File: config.mk
export PLATFORM = sky130hd
export DESIGN_NAME = sensor_interrupt_enable_logic
export DESIGN_NICKNAME = d
export VERILOG_FILES = /design/src/rtl/irq_pkg.sv /design/src/rtl/sensor_interrupt_enable_logic.sv /design/src/rtl/flag_register.sv /design/src/rtl/conversion_sequencer.sv
export VERILOG_INCLUDE_DIRS = /design/src /design/src/rtl
export SDC_FILE = /design/constraint.sdc
export NUM_CORES = 1
export LEC_CHECK = 0
export BUFFER_PORTS_ARGS = -buffer_cell sky130_fd_sc_hd__buf_2
export CAP_MARGIN = 20
export CELL_PAD_IN_SITES_DETAIL_PLACEMENT = 0
export CELL_PAD_IN_SITES_GLOBAL_PLACEMENT = 1
export CORE_ASPECT_RATIO = 1.5
export CORE_MARGIN = 5
export CORE_UTILIZATION = 37
export DETAILED_ROUTE_END_ITERATION = 8
export HOLD_SLACK_MARGIN = 0.03
export PLACE_DENSITY = 0.73
export SLEW_MARGIN = 30
export SYNTH_ARGS = -nofsm -noshare
export SYNTH_HDL_FRONTEND = slang
export SYNTH_SLANG_ARGS = --single-unit
File: constraint.sdc
create_clock -name clk -period 1.64 [get_ports clk]
set_input_delay 0.164 -clock clk [delete_from_list [all_inputs] [get_ports clk]]
set_output_delay 0.164 -clock clk [all_outputs]
set_load 0.01 [all_outputs]
File: src/rtl/irq_map.svh
// register offsets, field positions, reset values and field boundaries of the interrupt logic
`ifndef IRQ_MAP_SVH
`define IRQ_MAP_SVH

// enable registers
`define OFS_PRIMARY_IRQ_ENABLE      8'h73
`define OFS_ERROR_DETAIL_IRQ_ENABLE 8'h74
`define OFS_BRIDGE_DIAG_IRQ_ENABLE  8'h75

// flag registers
`define OFS_PRIMARY_FLAGS           8'h80
`define OFS_ERROR_DETAIL_FLAGS      8'h81
`define OFS_BRIDGE_DIAG_FLAGS       8'h82

// reset values
`define RST_IRQ_ENABLE              16'h0000
`define RST_FLAGS                   16'h0000

// primary enable / flag field positions
`define BIT_GENERAL_INT_EN          15
`define BIT_ADC_ERROR               8
`define BIT_CALC_ERROR              7
`define BIT_SENSOR_ERROR            6

// grouped bits of the primary register, one mask
`define MASK_GROUPED                16'h01c0

// bridge diagnostic update slices
`define MASK_DIAG_SECOND_TEMP       16'he000
`define MASK_DIAG_FIRST_TEMP        16'h1c00
`define MASK_DIAG_PRESSURE          16'h03ff

`endif

File: src/rtl/irq_pkg.sv
// types shared by the interrupt enable and flag logic
package irq_pkg;

    // one register access from the command decoder
    typedef struct packed {
        logic        en;    // one-cycle strobe
        logic [7:0]  addr;  // register address
        logic [15:0] data;  // write data, unused on reads
    } reg_access_s;

    // conversion engine done events, one-cycle pulses
    typedef struct packed {
        logic t1_done;      // first_temperature_channel finished
        logic t2_done;      // second_temperature_channel finished
        logic p_done;       // pressure conversion finished
        logic comp_done;    // compensation computation finished
    } conv_events_s;

    // sequencer states, one-hot
    typedef enum logic [4:0] {
        SEQ_IDLE = 5'b00001,
        SEQ_T1   = 5'b00010,
        SEQ_P    = 5'b00100,
        SEQ_COMP = 5'b01000,
        SEQ_EVAL = 5'b10000
    } seq_state_e;

    // flag register index
    typedef logic [1:0] flag_idx_t;

endpackage : irq_pkg

File: src/rtl/sensor_interrupt_enable_logic.sv
// interrupt enable registers, flag registers, read port and interrupt output of the sensor
`timescale 1ns/1ps
`include "irq_map.svh"

module sensor_interrupt_enable_logic (
    input  wire logic                  clk,
    input  wire logic                  reset,
    input  wire irq_pkg::reg_access_s  reg_wr,         // generic register write
    input  wire irq_pkg::reg_access_s  reg_rd,         // register_read_command
    input  wire logic                  irq_rd,         // dedicated interrupt read, pulse
    input  wire irq_pkg::flag_idx_t    irq_rd_sel,     // flag register picked by irq_rd
    input  wire logic                  service_unlock, // true write mode for flags
    input  wire logic                  interrupt_mode, // 0 accumulate, 1 overwrite
    input  wire logic                  seq_start,      // start a measurement run
    input  wire irq_pkg::conv_events_s conv_ev,        // converter done events
    input  wire logic [15:0]           primary_cond,   // conditions for the primary flags
    input  wire logic [15:0]           detail_cond,    // conditions for the error details
    input  wire logic [15:0]           sensor_chk,     // bridge diagnostic result
    output logic                       start_t1,       // start temperature conversion
    output logic                       start_p,        // start pressure conversion
    output logic                       start_comp,     // start compensation
    output logic                       seq_busy,       // run in progress
    output logic [15:0]                rd_data,        // read data, registered
    output logic                       rd_valid,       // read data valid, pulse
    output logic                       irq             // interrupt output, registered
);
    import irq_pkg::*;

    localparam int NFLAG = 3;   // primary, error detail, bridge diagnostic

    // address hit, used by the write and read decoders
    function automatic logic hit(input logic [7:0] a, input logic [7:0] ofs);
        hit = (a == ofs);
    endfunction : hit

    // ---------------- enable registers ----------------
    logic [15:0] en_q [NFLAG];   // stored enables
    logic [15:0] en_d [NFLAG];   // next enables
    logic [7:0]  en_ofs [NFLAG]; // enable offsets
    logic [7:0]  fl_ofs [NFLAG]; // flag offsets

    assign en_ofs[0] = `OFS_PRIMARY_IRQ_ENABLE;
    assign en_ofs[1] = `OFS_ERROR_DETAIL_IRQ_ENABLE;
    assign en_ofs[2] = `OFS_BRIDGE_DIAG_IRQ_ENABLE;
    assign fl_ofs[0] = `OFS_PRIMARY_FLAGS;
    assign fl_ofs[1] = `OFS_ERROR_DETAIL_FLAGS;
    assign fl_ofs[2] = `OFS_BRIDGE_DIAG_FLAGS;

    // enable writes store the whole word; no side effects
    always_comb begin
        for (int i = 0; i < NFLAG; i++) begin
            en_d[i] = en_q[i];
            if (reg_wr.en && hit(reg_wr.addr, en_ofs[i])) begin
                en_d[i] = reg_wr.data;
            end
        end
    end

    // register only; nothing is enabled out of reset so no stale flag fires
    always_ff @(posedge clk) begin
        if (reset) begin
            for (int i = 0; i < NFLAG; i++) begin
                en_q[i] <= `RST_IRQ_ENABLE;
            end
        end else begin
            for (int i = 0; i < NFLAG; i++) begin
                en_q[i] <= en_d[i];
            end
        end
    end

    // ---------------- conversion sequence ----------------
    logic eval;     // end of the whole run, one cycle

    conversion_sequencer u_seq (
        .clk        (clk),
        .reset      (reset),
        .seq_start  (seq_start),
        .ev         (conv_ev),
        .start_t1   (start_t1),
        .start_p    (start_p),
        .start_comp (start_comp),
        .eval       (eval),
        .busy       (seq_busy)
    );

    // ---------------- flag update masks ----------------
    logic [15:0] upd   [NFLAG];  // bits evaluated this cycle
    logic [15:0] cond  [NFLAG];  // condition word per register
    logic [15:0] flags [NFLAG];  // current flags
    logic [15:0] diag_upd;       // diagnostic slice mask

    // diagnostics follow each conversion's end, not the sequence end,
    // so a bridge fault is seen as early as possible
    always_comb begin
        diag_upd = 16'h0000;
        if (conv_ev.t2_done) begin
            diag_upd = diag_upd | `MASK_DIAG_SECOND_TEMP;
        end
        if (conv_ev.t1_done) begin
            diag_upd = diag_upd | `MASK_DIAG_FIRST_TEMP;
        end
        if (conv_ev.p_done) begin
            diag_upd = diag_upd | `MASK_DIAG_PRESSURE;
        end
    end

    // all other flags, including the temperature limits, wait for the end of the run
    assign upd[0]  = eval ? 16'hffff : 16'h0000;
    assign upd[1]  = eval ? 16'hffff : 16'h0000;
    assign upd[2]  = diag_upd;
    assign cond[0] = primary_cond;
    assign cond[1] = detail_cond;
    assign cond[2] = sensor_chk;

    // ---------------- flag registers ----------------
    // the same clear or true-write logic serves all three flag words
    genvar g;
    generate
        for (g = 0; g < NFLAG; g++) begin : gen_flags
            logic fwr;      // host write to this flag word
            assign fwr = reg_wr.en && hit(reg_wr.addr, fl_ofs[g]);
            flag_register #(
                .WIDTH (16)
            ) u_flag (
                .clk      (clk),
                .reset    (reset),
                .wr       (fwr),
                .wdata    (reg_wr.data),
                .unlock   (service_unlock),
                .mode     (interrupt_mode),
                .upd_mask (upd[g]),
                .cond     (cond[g]),
                .flags    (flags[g])
            );
        end
    endgenerate

    // ---------------- read port ----------------
    logic [15:0] rd_data_q;  // stored read data
    logic [15:0] rd_data_d;  // next read data
    logic        rd_valid_q; // stored valid
    logic        rd_valid_d; // next valid

    // both read paths land on the same flag storage, so they cannot disagree;
    // the dedicated read wins if both arrive together, since it cannot be retried
    always_comb begin
        rd_data_d  = rd_data_q;
        rd_valid_d = 1'b0;
        if (irq_rd) begin
            rd_valid_d = 1'b1;
            if (irq_rd_sel < 2'(NFLAG)) begin
                rd_data_d = flags[irq_rd_sel];
            end else begin
                rd_data_d = 16'h0000;               // no fourth flag word
            end
        end else if (reg_rd.en) begin
            rd_valid_d = 1'b1;
            rd_data_d  = 16'h0000;                  // unmapped reads as zero
            for (int i = 0; i < NFLAG; i++) begin
                if (hit(reg_rd.addr, fl_ofs[i])) begin
                    rd_data_d = flags[i];
                end
                if (hit(reg_rd.addr, en_ofs[i])) begin
                    rd_data_d = en_q[i];
                end
            end
        end
    end

    // register only
    always_ff @(posedge clk) begin
        if (reset) begin
            rd_data_q  <= 16'h0000;
            rd_valid_q <= 1'b0;
        end else begin
            rd_data_q  <= rd_data_d;
            rd_valid_q <= rd_valid_d;
        end
    end

    assign rd_data  = rd_data_q;
    assign rd_valid = rd_valid_q;

    // ---------------- interrupt output ----------------
    logic irq_q;        // registered output
    logic irq_d;        // next output
    logic plain_hit;    // an ungrouped enabled flag
    logic detail_hit;   // an enabled error detail
    logic diag_hit;     // an enabled bridge diagnostic
    logic group_hit;    // a fully enabled grouped error

    // a grouped bit counts only when its detail or diagnostic word is also enabled; each flag word clears
    // on its own, so the host can clear details and the group bit in either order
    always_comb begin
        // bit 15 of the primary word is the global enable position, not a source
        plain_hit  = |(flags[0] & en_q[0] & ~`MASK_GROUPED & 16'h7fff);
        detail_hit = |(flags[1] & en_q[1]);
        diag_hit   = |(flags[2] & en_q[2]);
        group_hit  = (flags[0][`BIT_ADC_ERROR] & en_q[0][`BIT_ADC_ERROR] & detail_hit)
                   | (flags[0][`BIT_CALC_ERROR] & en_q[0][`BIT_CALC_ERROR] & detail_hit)
                   | (flags[0][`BIT_SENSOR_ERROR] & en_q[0][`BIT_SENSOR_ERROR]
                      & diag_hit);
        irq_d      = en_q[0][`BIT_GENERAL_INT_EN] & (plain_hit | group_hit);
    end

    // register only; one cycle late but glitch free on the pin
    always_ff @(posedge clk) begin
        if (reset) begin
            irq_q <= 1'b0;
        end else begin
            irq_q <= irq_d;
        end
    end

    assign irq = irq_q;

endmodule : sensor_interrupt_enable_logic

File: src/rtl/flag_register.sv
// one 16-bit interrupt flag register: host clear or true write, then hardware update
`timescale 1ns/1ps
module flag_register #(
    parameter int WIDTH = 16
) (
    input  wire logic             clk,
    input  wire logic             reset,
    input  wire logic             wr,         // host write strobe for this register
    input  wire logic [WIDTH-1:0] wdata,      // host write data
    input  wire logic             unlock,     // service unlock mode
    input  wire logic             mode,       // 0 accumulate, 1 overwrite
    input  wire logic [WIDTH-1:0] upd_mask,   // bits evaluated this cycle
    input  wire logic [WIDTH-1:0] cond,       // current conditions
    output logic      [WIDTH-1:0] flags       // registered flag value
);
    import irq_pkg::*;

    logic [WIDTH-1:0] flags_q;  // stored flags
    logic [WIDTH-1:0] flags_d;  // next flags
    logic [WIDTH-1:0] base;     // value after the host write

    // host write first, hardware update second, so a new event beats a clear
    always_comb begin
        base = flags_q;
        if (wr) begin
            if (unlock) begin
                base = wdata;
            end else begin
                base = flags_q & ~wdata;
            end
        end
        if (mode) begin
            flags_d = (base & ~upd_mask) | (cond & upd_mask);
        end else begin
            flags_d = base | (cond & upd_mask);
        end
    end

    // register only
    always_ff @(posedge clk) begin
        if (reset) begin
            flags_q <= WIDTH'(`RST_FLAGS);
        end else begin
            flags_q <= flags_d;
        end
    end

    assign flags = flags_q;

endmodule : flag_register

File: src/rtl/conversion_sequencer.sv
// orders a temperature, pressure, compensation run and signals the flag evaluation
`timescale 1ns/1ps
module conversion_sequencer (
    input  wire logic                 clk,
    input  wire logic                 reset,
    input  wire logic                 seq_start,   // request a new run, pulse
    input  wire irq_pkg::conv_events_s ev,         // done events from the converters
    output logic                      start_t1,    // start temperature conversion, pulse
    output logic                      start_p,     // start pressure conversion, pulse
    output logic                      start_comp,  // start compensation, pulse
    output logic                      eval,        // evaluate flags, pulse
    output logic                      busy         // run in progress
);
    import irq_pkg::*;

    seq_state_e state_q;       // current step
    seq_state_e state_d;       // next step
    logic       start_t1_d;    // next start pulses
    logic       start_p_d;
    logic       start_comp_d;
    logic       start_t1_q;
    logic       start_p_q;
    logic       start_comp_q;

    // the temperature, pressure and compensation steps each wait for their own done event; a start during a run is ignored
    always_comb begin
        state_d      = state_q;
        start_t1_d   = 1'b0;
        start_p_d    = 1'b0;
        start_comp_d = 1'b0;
        case (state_q)
            SEQ_IDLE: begin
                if (seq_start) begin
                    state_d    = SEQ_T1;
                    start_t1_d = 1'b1;
                end
            end
            SEQ_T1: begin
                if (ev.t1_done) begin
                    state_d   = SEQ_P;
                    start_p_d = 1'b1;
                end
            end
            SEQ_P: begin
                if (ev.p_done) begin
                    state_d      = SEQ_COMP;
                    start_comp_d = 1'b1;
                end
            end
            SEQ_COMP: begin
                if (ev.comp_done) begin
                    state_d = SEQ_EVAL;
                end
            end
            SEQ_EVAL: begin
                state_d = SEQ_IDLE;                 // evaluation lasts one cycle
            end
            default: begin
                state_d = SEQ_IDLE;
            end
        endcase
    end

    // register only
    always_ff @(posedge clk) begin
        if (reset) begin
            state_q      <= SEQ_IDLE;
            start_t1_q   <= 1'b0;
            start_p_q    <= 1'b0;
            start_comp_q <= 1'b0;
        end else begin
            state_q      <= state_d;
            start_t1_q   <= start_t1_d;
            start_p_q    <= start_p_d;
            start_comp_q <= start_comp_d;
        end
    end

    assign start_t1   = start_t1_q;
    assign start_p    = start_p_q;
    assign start_comp = start_comp_q;
    assign eval       = (state_q == SEQ_EVAL);
    assign busy       = (state_q != SEQ_IDLE);

endmodule : conversion_sequencer

==> impl_metrics.toml, run 1 <==
[synthesis]
syn-cell-area_um2 = 6635
synth.distinct_cells = 58
ys_seq_area_frac = 0.3681
ys_seq_elements = 122
yosysWarnings = 0
synth.largest_area_cell = "dfxtp_1"
async_flop_share = 0
syn_nets = 909
synth-edff-count = 0
synthFlopType = "dfxtp_1"
synth_area_per_cell_um2 = 8.304
netlist_instances = 799
netlist.area_leader.share = 0.3681
synthTopCellsByArea = "dfxtp_1 37%, mux2i_1 9.8%, o21ai_0 7.9%"

[layout]
final_core_util = 0.4979
layout_common_cells = "122 x dfxtp_1, 115 x buf_2, 105 x o21ai_0, 90 x nor2_1, 65 x mux2i_1"
area_delta_synth_final_pct = 33.51
fin_area_um2 = 8859
final_layout_size_suffix_gt1_frac = 0.2361
final_common_cell = "dfxtp_1"
nets = 1084
n_antenna_cell = 0

[setup_path]
rr_startpoint = "gen_flags[2].u_flag.flags[14]"
rr_endpoint = "irq"
cp.required_ns = 1.94
max_stage_delay_ns = 0.42
crit_type = "flop to flop"
crit_path_end_kind = "flop"
crit_slowest_cell = "dfxtp_1"
crit_family = "compound AO/OA/AOI/OAI gates"
crit_arrival_ns = 1.87
start_kind = "flop"
rrSetupSlack_ns = 0.07
crit_buf_inv = 0
cp_max_fo = 4
r2r_cells = 5
crit_chain = "a22o_1, a221oi_1, nand4_1, nand3_1, a21oi_1"

[grt]
antenna_found_initial = 0
overflow = 0
grt_first_pass_wirelength_um = 40870
grt_start_max_net_pins = 68
grt_pass1_vias = 6905
grtUsageTotal = 0.2572

[timing]
tightest_slew_ns = 0.7879
fin_crit_ns = 1.575
finalCritPeriodShare = 0.9602
hold_viol_final = 0
setup_ws_ns = 0.06531
relSlewSlack = 0.4737
setup_tns_ns = 0
final.setup_skew_ns = 0.01458
rsz0062_at_grt = "no"
final_max_slew_viol_count = 0
setup_viol_count_final = 0
max_freq_mhz = 635.0

[cts]
cts-resized-gates = 0
htreeDepth = 4
cts-root-buf = "clkbuf_16"
path_clk_slew_ns = 0.07
clkLatencyLatePin_ns = 0.42
cts_tree = "done"
cts.sinks = 122
cts_buffer_depth = 2
cts_hold_repair.buffers = 49
cts_setup_buffers = 0
cts_buffers = 17

[floorplanning]
rows = 60
core_area_um2 = 17790
die_w_um = 119.3
dieArea_um2 = 20770
chipHeight_um = 174.0
num_io_pins = 132
initial_core_util = 0.3729

[placement]
port_buffers = 115
dpl.hpwl_um = 20270
place_ws_ns = -0.1934
postPlaceCellArea_um2 = 7826
place.gp.congestion = 0.9794

[outcome]
status = "completed"

[power_and_ir_drop]
power_leakage_nw = 3.631
cellPowerDensity_nw_per_um2 = 841.2
ir_drop_mv = 0.5391
finalPower_mw = 7.452

[detailed_routing]
wl_um = 27180
wl_per_cell_um = 22.58
drt_first_pass_iters = 7
drc = 0
detail-route-antenna-nets = 0
drtIter0Drc = 608
vias = 7076
met3_wirelength_um = 1638
wl_met2_um = 13620
wl_met1_um = 10290
dr.max_layer_used = "met4"
viasPerCell = 5.877

[worst_hold_path]
min_from = "conv_ev[1]"
hold_class = "input port to flop"
min_path_cells = 2
min_to = "u_seq.state_q[2]"

[job]
maxCapViolCount = 0
-- Yosys cell counts (2+ instances only) --
cell	instances
and4b_1	3
mux2i_1	65
a311oi_1	10
o221ai_1	2
nor2b_1	6
a21oi_1	41
buf_2	27
nor2_1	91
nor3b_1	3
o21bai_1	3
a22o_1	12
and3_1	19
o21a_1	13
buf_4	3
nand2_1	51
nor4_2	2
buf_1	3
nor3_1	16
a211o_1	4
clkbuf_1	45
mux2_2	3
o21ai_0	105
a22oi_1	33
nor4_1	13
nand3b_1	2
nand2b_1	3
nand4b_1	5
o2bb2ai_1	13
a2bb2oi_1	3
dfxtp_1	122
o21ai_1	15
a221oi_1	14
nor4_4	2
nand4_1	4
a221o_1	16
nand3_1	5
-- per-stage QoR --
step                cells  hold slack (ns)
floorplan             799           0.2726
global placement     1123           0.3602
detailed placement   1123           0.3630
CTS                  1204          0.03867
global route         1204          0.05823
finish               1204          0.04138
-- layer usage --
metal | up-vias | global-route usage
li1 | 3340 | -
met1 | 3353 | 0.2897
met2 | 302 | 0.4551
met3 | 81 | 0.04297
met4 | 0 | 0.1452
met5 | - | 0
-- final cells by class --
cell class              instances  area, µm²
repair buffers                235       1737
multi-input cells             597       3862
inverters                       1      3.754
clock inverters                14      112.6
well taps                     217      271.5
flip-flops and latches        122       2442
fillers                      1769       8934
clock buffers                  18      429.2
-- worst max-delay path by stage --
stage                                        from                            end  cells past startpoint
floorplan                              reg_wr[20]  gen_flags[2].u_flag.flags[15]                      6
global placement                       reg_wr[20]   gen_flags[2].u_flag.flags[7]                      7
detailed placement                     reg_wr[20]   gen_flags[2].u_flag.flags[6]                      7
CTS                              u_seq.state_q[2]                       seq_busy                      3
global route        gen_flags[2].u_flag.flags[14]                            irq                      5
finish              gen_flags[2].u_flag.flags[14]                            irq                      5
-- power breakdown --
part           internal, mW  total (mW)  switching [mW]
logic                 0.381       0.864           0.483
clock network          1.96        3.49            1.53
registers              3.02        3.09          0.0721
total                  5.36        7.45            2.09
-- sequential cells by signal, summed over array words and instances, names as in the netlist --
signal                  cells
en_q                       48
gen_flags.u_flag.flags     48
rd_data                    16
u_seq.state_q               5
irq                         1
rd_valid                    1
u_seq.start_comp            1
u_seq.start_p               1
u_seq.start_t1              1
-- logic make-up (layout without fill, tap and decap cells) --
kind of cell	count (synthesis)	after routing	share of synthesized area
xor gates and xnor gates	1	1	0.001320
AOI/OAI and AO/OA	291	291	0.2880
and+or+nand+nor	237	237	0.1863
muxes	68	68	0.1031
buffers and inverters	80	268	0.05318
DFF	122	122	0.3681
-- worst reg2reg max path, cell delays in order (launching register included) --
cell      delay [ns]
dfxtp_1         0.42
a22o_1          0.32
a221oi_1        0.23
nand4_1         0.23
nand3_1         0.16
a21oi_1         0.09
Power figures use the tool's default switching activity.
==> inputs of run 2 (changes only) <==
- BUFFER_PORTS_ARGS: -buffer_cell sky130_fd_sc_hd__buf_2 -> not set
- CORE_UTILIZATION: 37 -> 40
- DONT_BUFFER_PORTS: not set -> 1
- PLACE_DENSITY: 0.73 -> 0.69
==> impl_metrics.toml, run 2 (synthesized netlist as in run 1, its figures left out) <==
[detailed_routing]
detail-route-antenna-nets = 0
vias = 6899
drtIter0Drc = 638
viasPerCell = 6.394
wl_per_cell_um = 27.48
drc = 0
wl_um = 29650
drt_first_pass_iters = 6

[timing]
final_max_slew_viol_count = 0
hold_viol_final = 0
max_freq_mhz = 643.4
tightest_slew_ns = 0.7329
holdWs_ns = 0.04621
finalCritPeriodShare = 0.9477
rsz0062_at_grt = "no"
setup_ws_ns = 0.08570
final.setup_skew_ns = 0.006732
fin_crit_ns = 1.554
setup_viol_count_final = 0
relSlewSlack = 0.5104
setup_tns_ns = 0

[placement]
place.gp.congestion = 0.9553
port_buffers = 0
place_ws_ns = -0.1005
dpl.hpwl_um = 19840
place_inst = 965

[layout]
final_common_cell = "dfxtp_1"
final_cells = 1079
final_layout_size_suffix_gt1_frac = 0.1036
area_delta_synth_final_pct = 26.48
layout_common_cells = "120 x dfxtp_1, 105 x o21ai_0, 90 x nor2_1, 75 x dlygate4sd3_1, 65 x mux2i_1"
nets = 966
fillCellCount = 1544
final_core_util = 0.5161

[setup_path]
cp_max_fo = 4
crit_path_end_kind = "flop"
cp.required_ns = 1.94
start_kind = "flop"
crit_type = "flop to flop"
crit_arrival_ns = 1.86

[power_and_ir_drop]
power_leakage_nw = 3.164
p_comb_frac = 0.079
ir_drop_mv = 0.6287
switching_share = 0.2294
intPower_mw = 5.946
pwr-share-seq = 0.405
p_clk_frac = 0.516
cellPowerDensity_nw_per_um2 = 919.4
power.net_switching_mw = 1.770

[grt]
grt_first_pass_wirelength_um = 44080
grt_pass1_vias = 6731
grt_start_max_net_pins = 73
grtUsageTotal = 0.3100
antenna_found_initial = 2
overflow = 0

[floorplanning]
num_io_pins = 132
die_w_um = 115.2
dieArea_um2 = 19320
rows = 57
core_area_um2 = 16260
initial_core_util = 0.4080
chipHeight_um = 167.7

[cts]
cts_tree = "done"
cts.sinks = 122
cts_buffers = 17
htreeDepth = 4
cts-root-buf = "clkbuf_16"
clkLatencyLatePin_ns = 0.42
path_clk_slew_ns = 0.06
cts_buffer_depth = 2

[worst_hold_path]
hold_class = "input port to flop"

[job]
maxCapViolCount = 0

[outcome]
status = "completed"
[run 2: changes by cell type in the layout (fill, tap and decap cells not counted), moves of 3 or more]
cell,previous run,this run
clkbuf_8,0,6
clkinvlp_4,5,1
inv_6,6,0
dlygate4sd3_1,49,75
buf_12,11,8
bufinv_16,0,3
buf_2,115,1
diode_2,0,4
buf_4,60,32
[run 2: power groups by stage]
stage	Combinational [mW]	Clock [mW]	Sequential (mW)
after global placement	0.319	0	3.19
final	0.606	3.98	3.13
after global routing	0.645	4.15	3.13
after detailed placement	0.325	0	3.19
after CTS	0.596	4.02	3.12
after floorplan	0.372	0	3.14
[run 2: timing repair]
| action | 4_1_cts | 5_1_grt |
|---|---|---|
| endpoints found under the setup margin | 0 | 3 |
| buffers inserted | 0 | 1 |
| hold buffers | 77 | 0 |
| gates resized for setup | 0 | 3 |
| endpoints found under the hold margin | 120 | 0 |
[run 2: final timing paths]
kind	endpoint	depth (start not counted)	start	slack, ns
hold / removal	rd_data[14]	2	irq_rd	0.05
setup reg to reg	irq	5	gen_flags[2].u_flag.flags[14]	0.09
hold reg to reg	u_seq.state_q[4]	1	u_seq.state_q[2]	0.49
setup / recovery	irq	5	gen_flags[2].u_flag.flags[14]	0.09
[run 2: worst max-delay path, cell delays in order, from the launching register on]
cell      delay (ns)
dfxtp_1         0.42
a22o_1          0.29
a221oi_1        0.25
nand4_1         0.24
nand3_1         0.15
a21oi_1         0.08
[run 2: routing by layer]
layer  vias up  part of all wire  global-route usage
met5         -                 0                   0
met4         0             0.067              0.1834
met3       100             0.099             0.08592
met2       397              0.47              0.4965
met1      3289              0.36              0.3647
li1       3113                 -                   -
[run 2: cell type report]
cell class | instances | area (µm²) | share of cell area
multi-input cells | 597 | 3865 | 0.4606
diodes | 4 | 10.01 | 0.001193
flip-flops and latches | 122 | 2445 | 0.2913
well taps | 206 | 257.7 | 0.03071
inverters | 1 | 3.754 | 0.0004473
clock inverters | 6 | 107.6 | 0.01282
repair buffers | 117 | 1184 | 0.1410
clock buffers | 26 | 519.2 | 0.06188
[run 2: stage by stage]
stage	power (mW)	area, µm²
detailed placement	3.512	6959
floorplan	3.509	6655
global route	7.922	8392
global placement	3.505	6959
CTS	7.736	8374
finish	7.716	8392
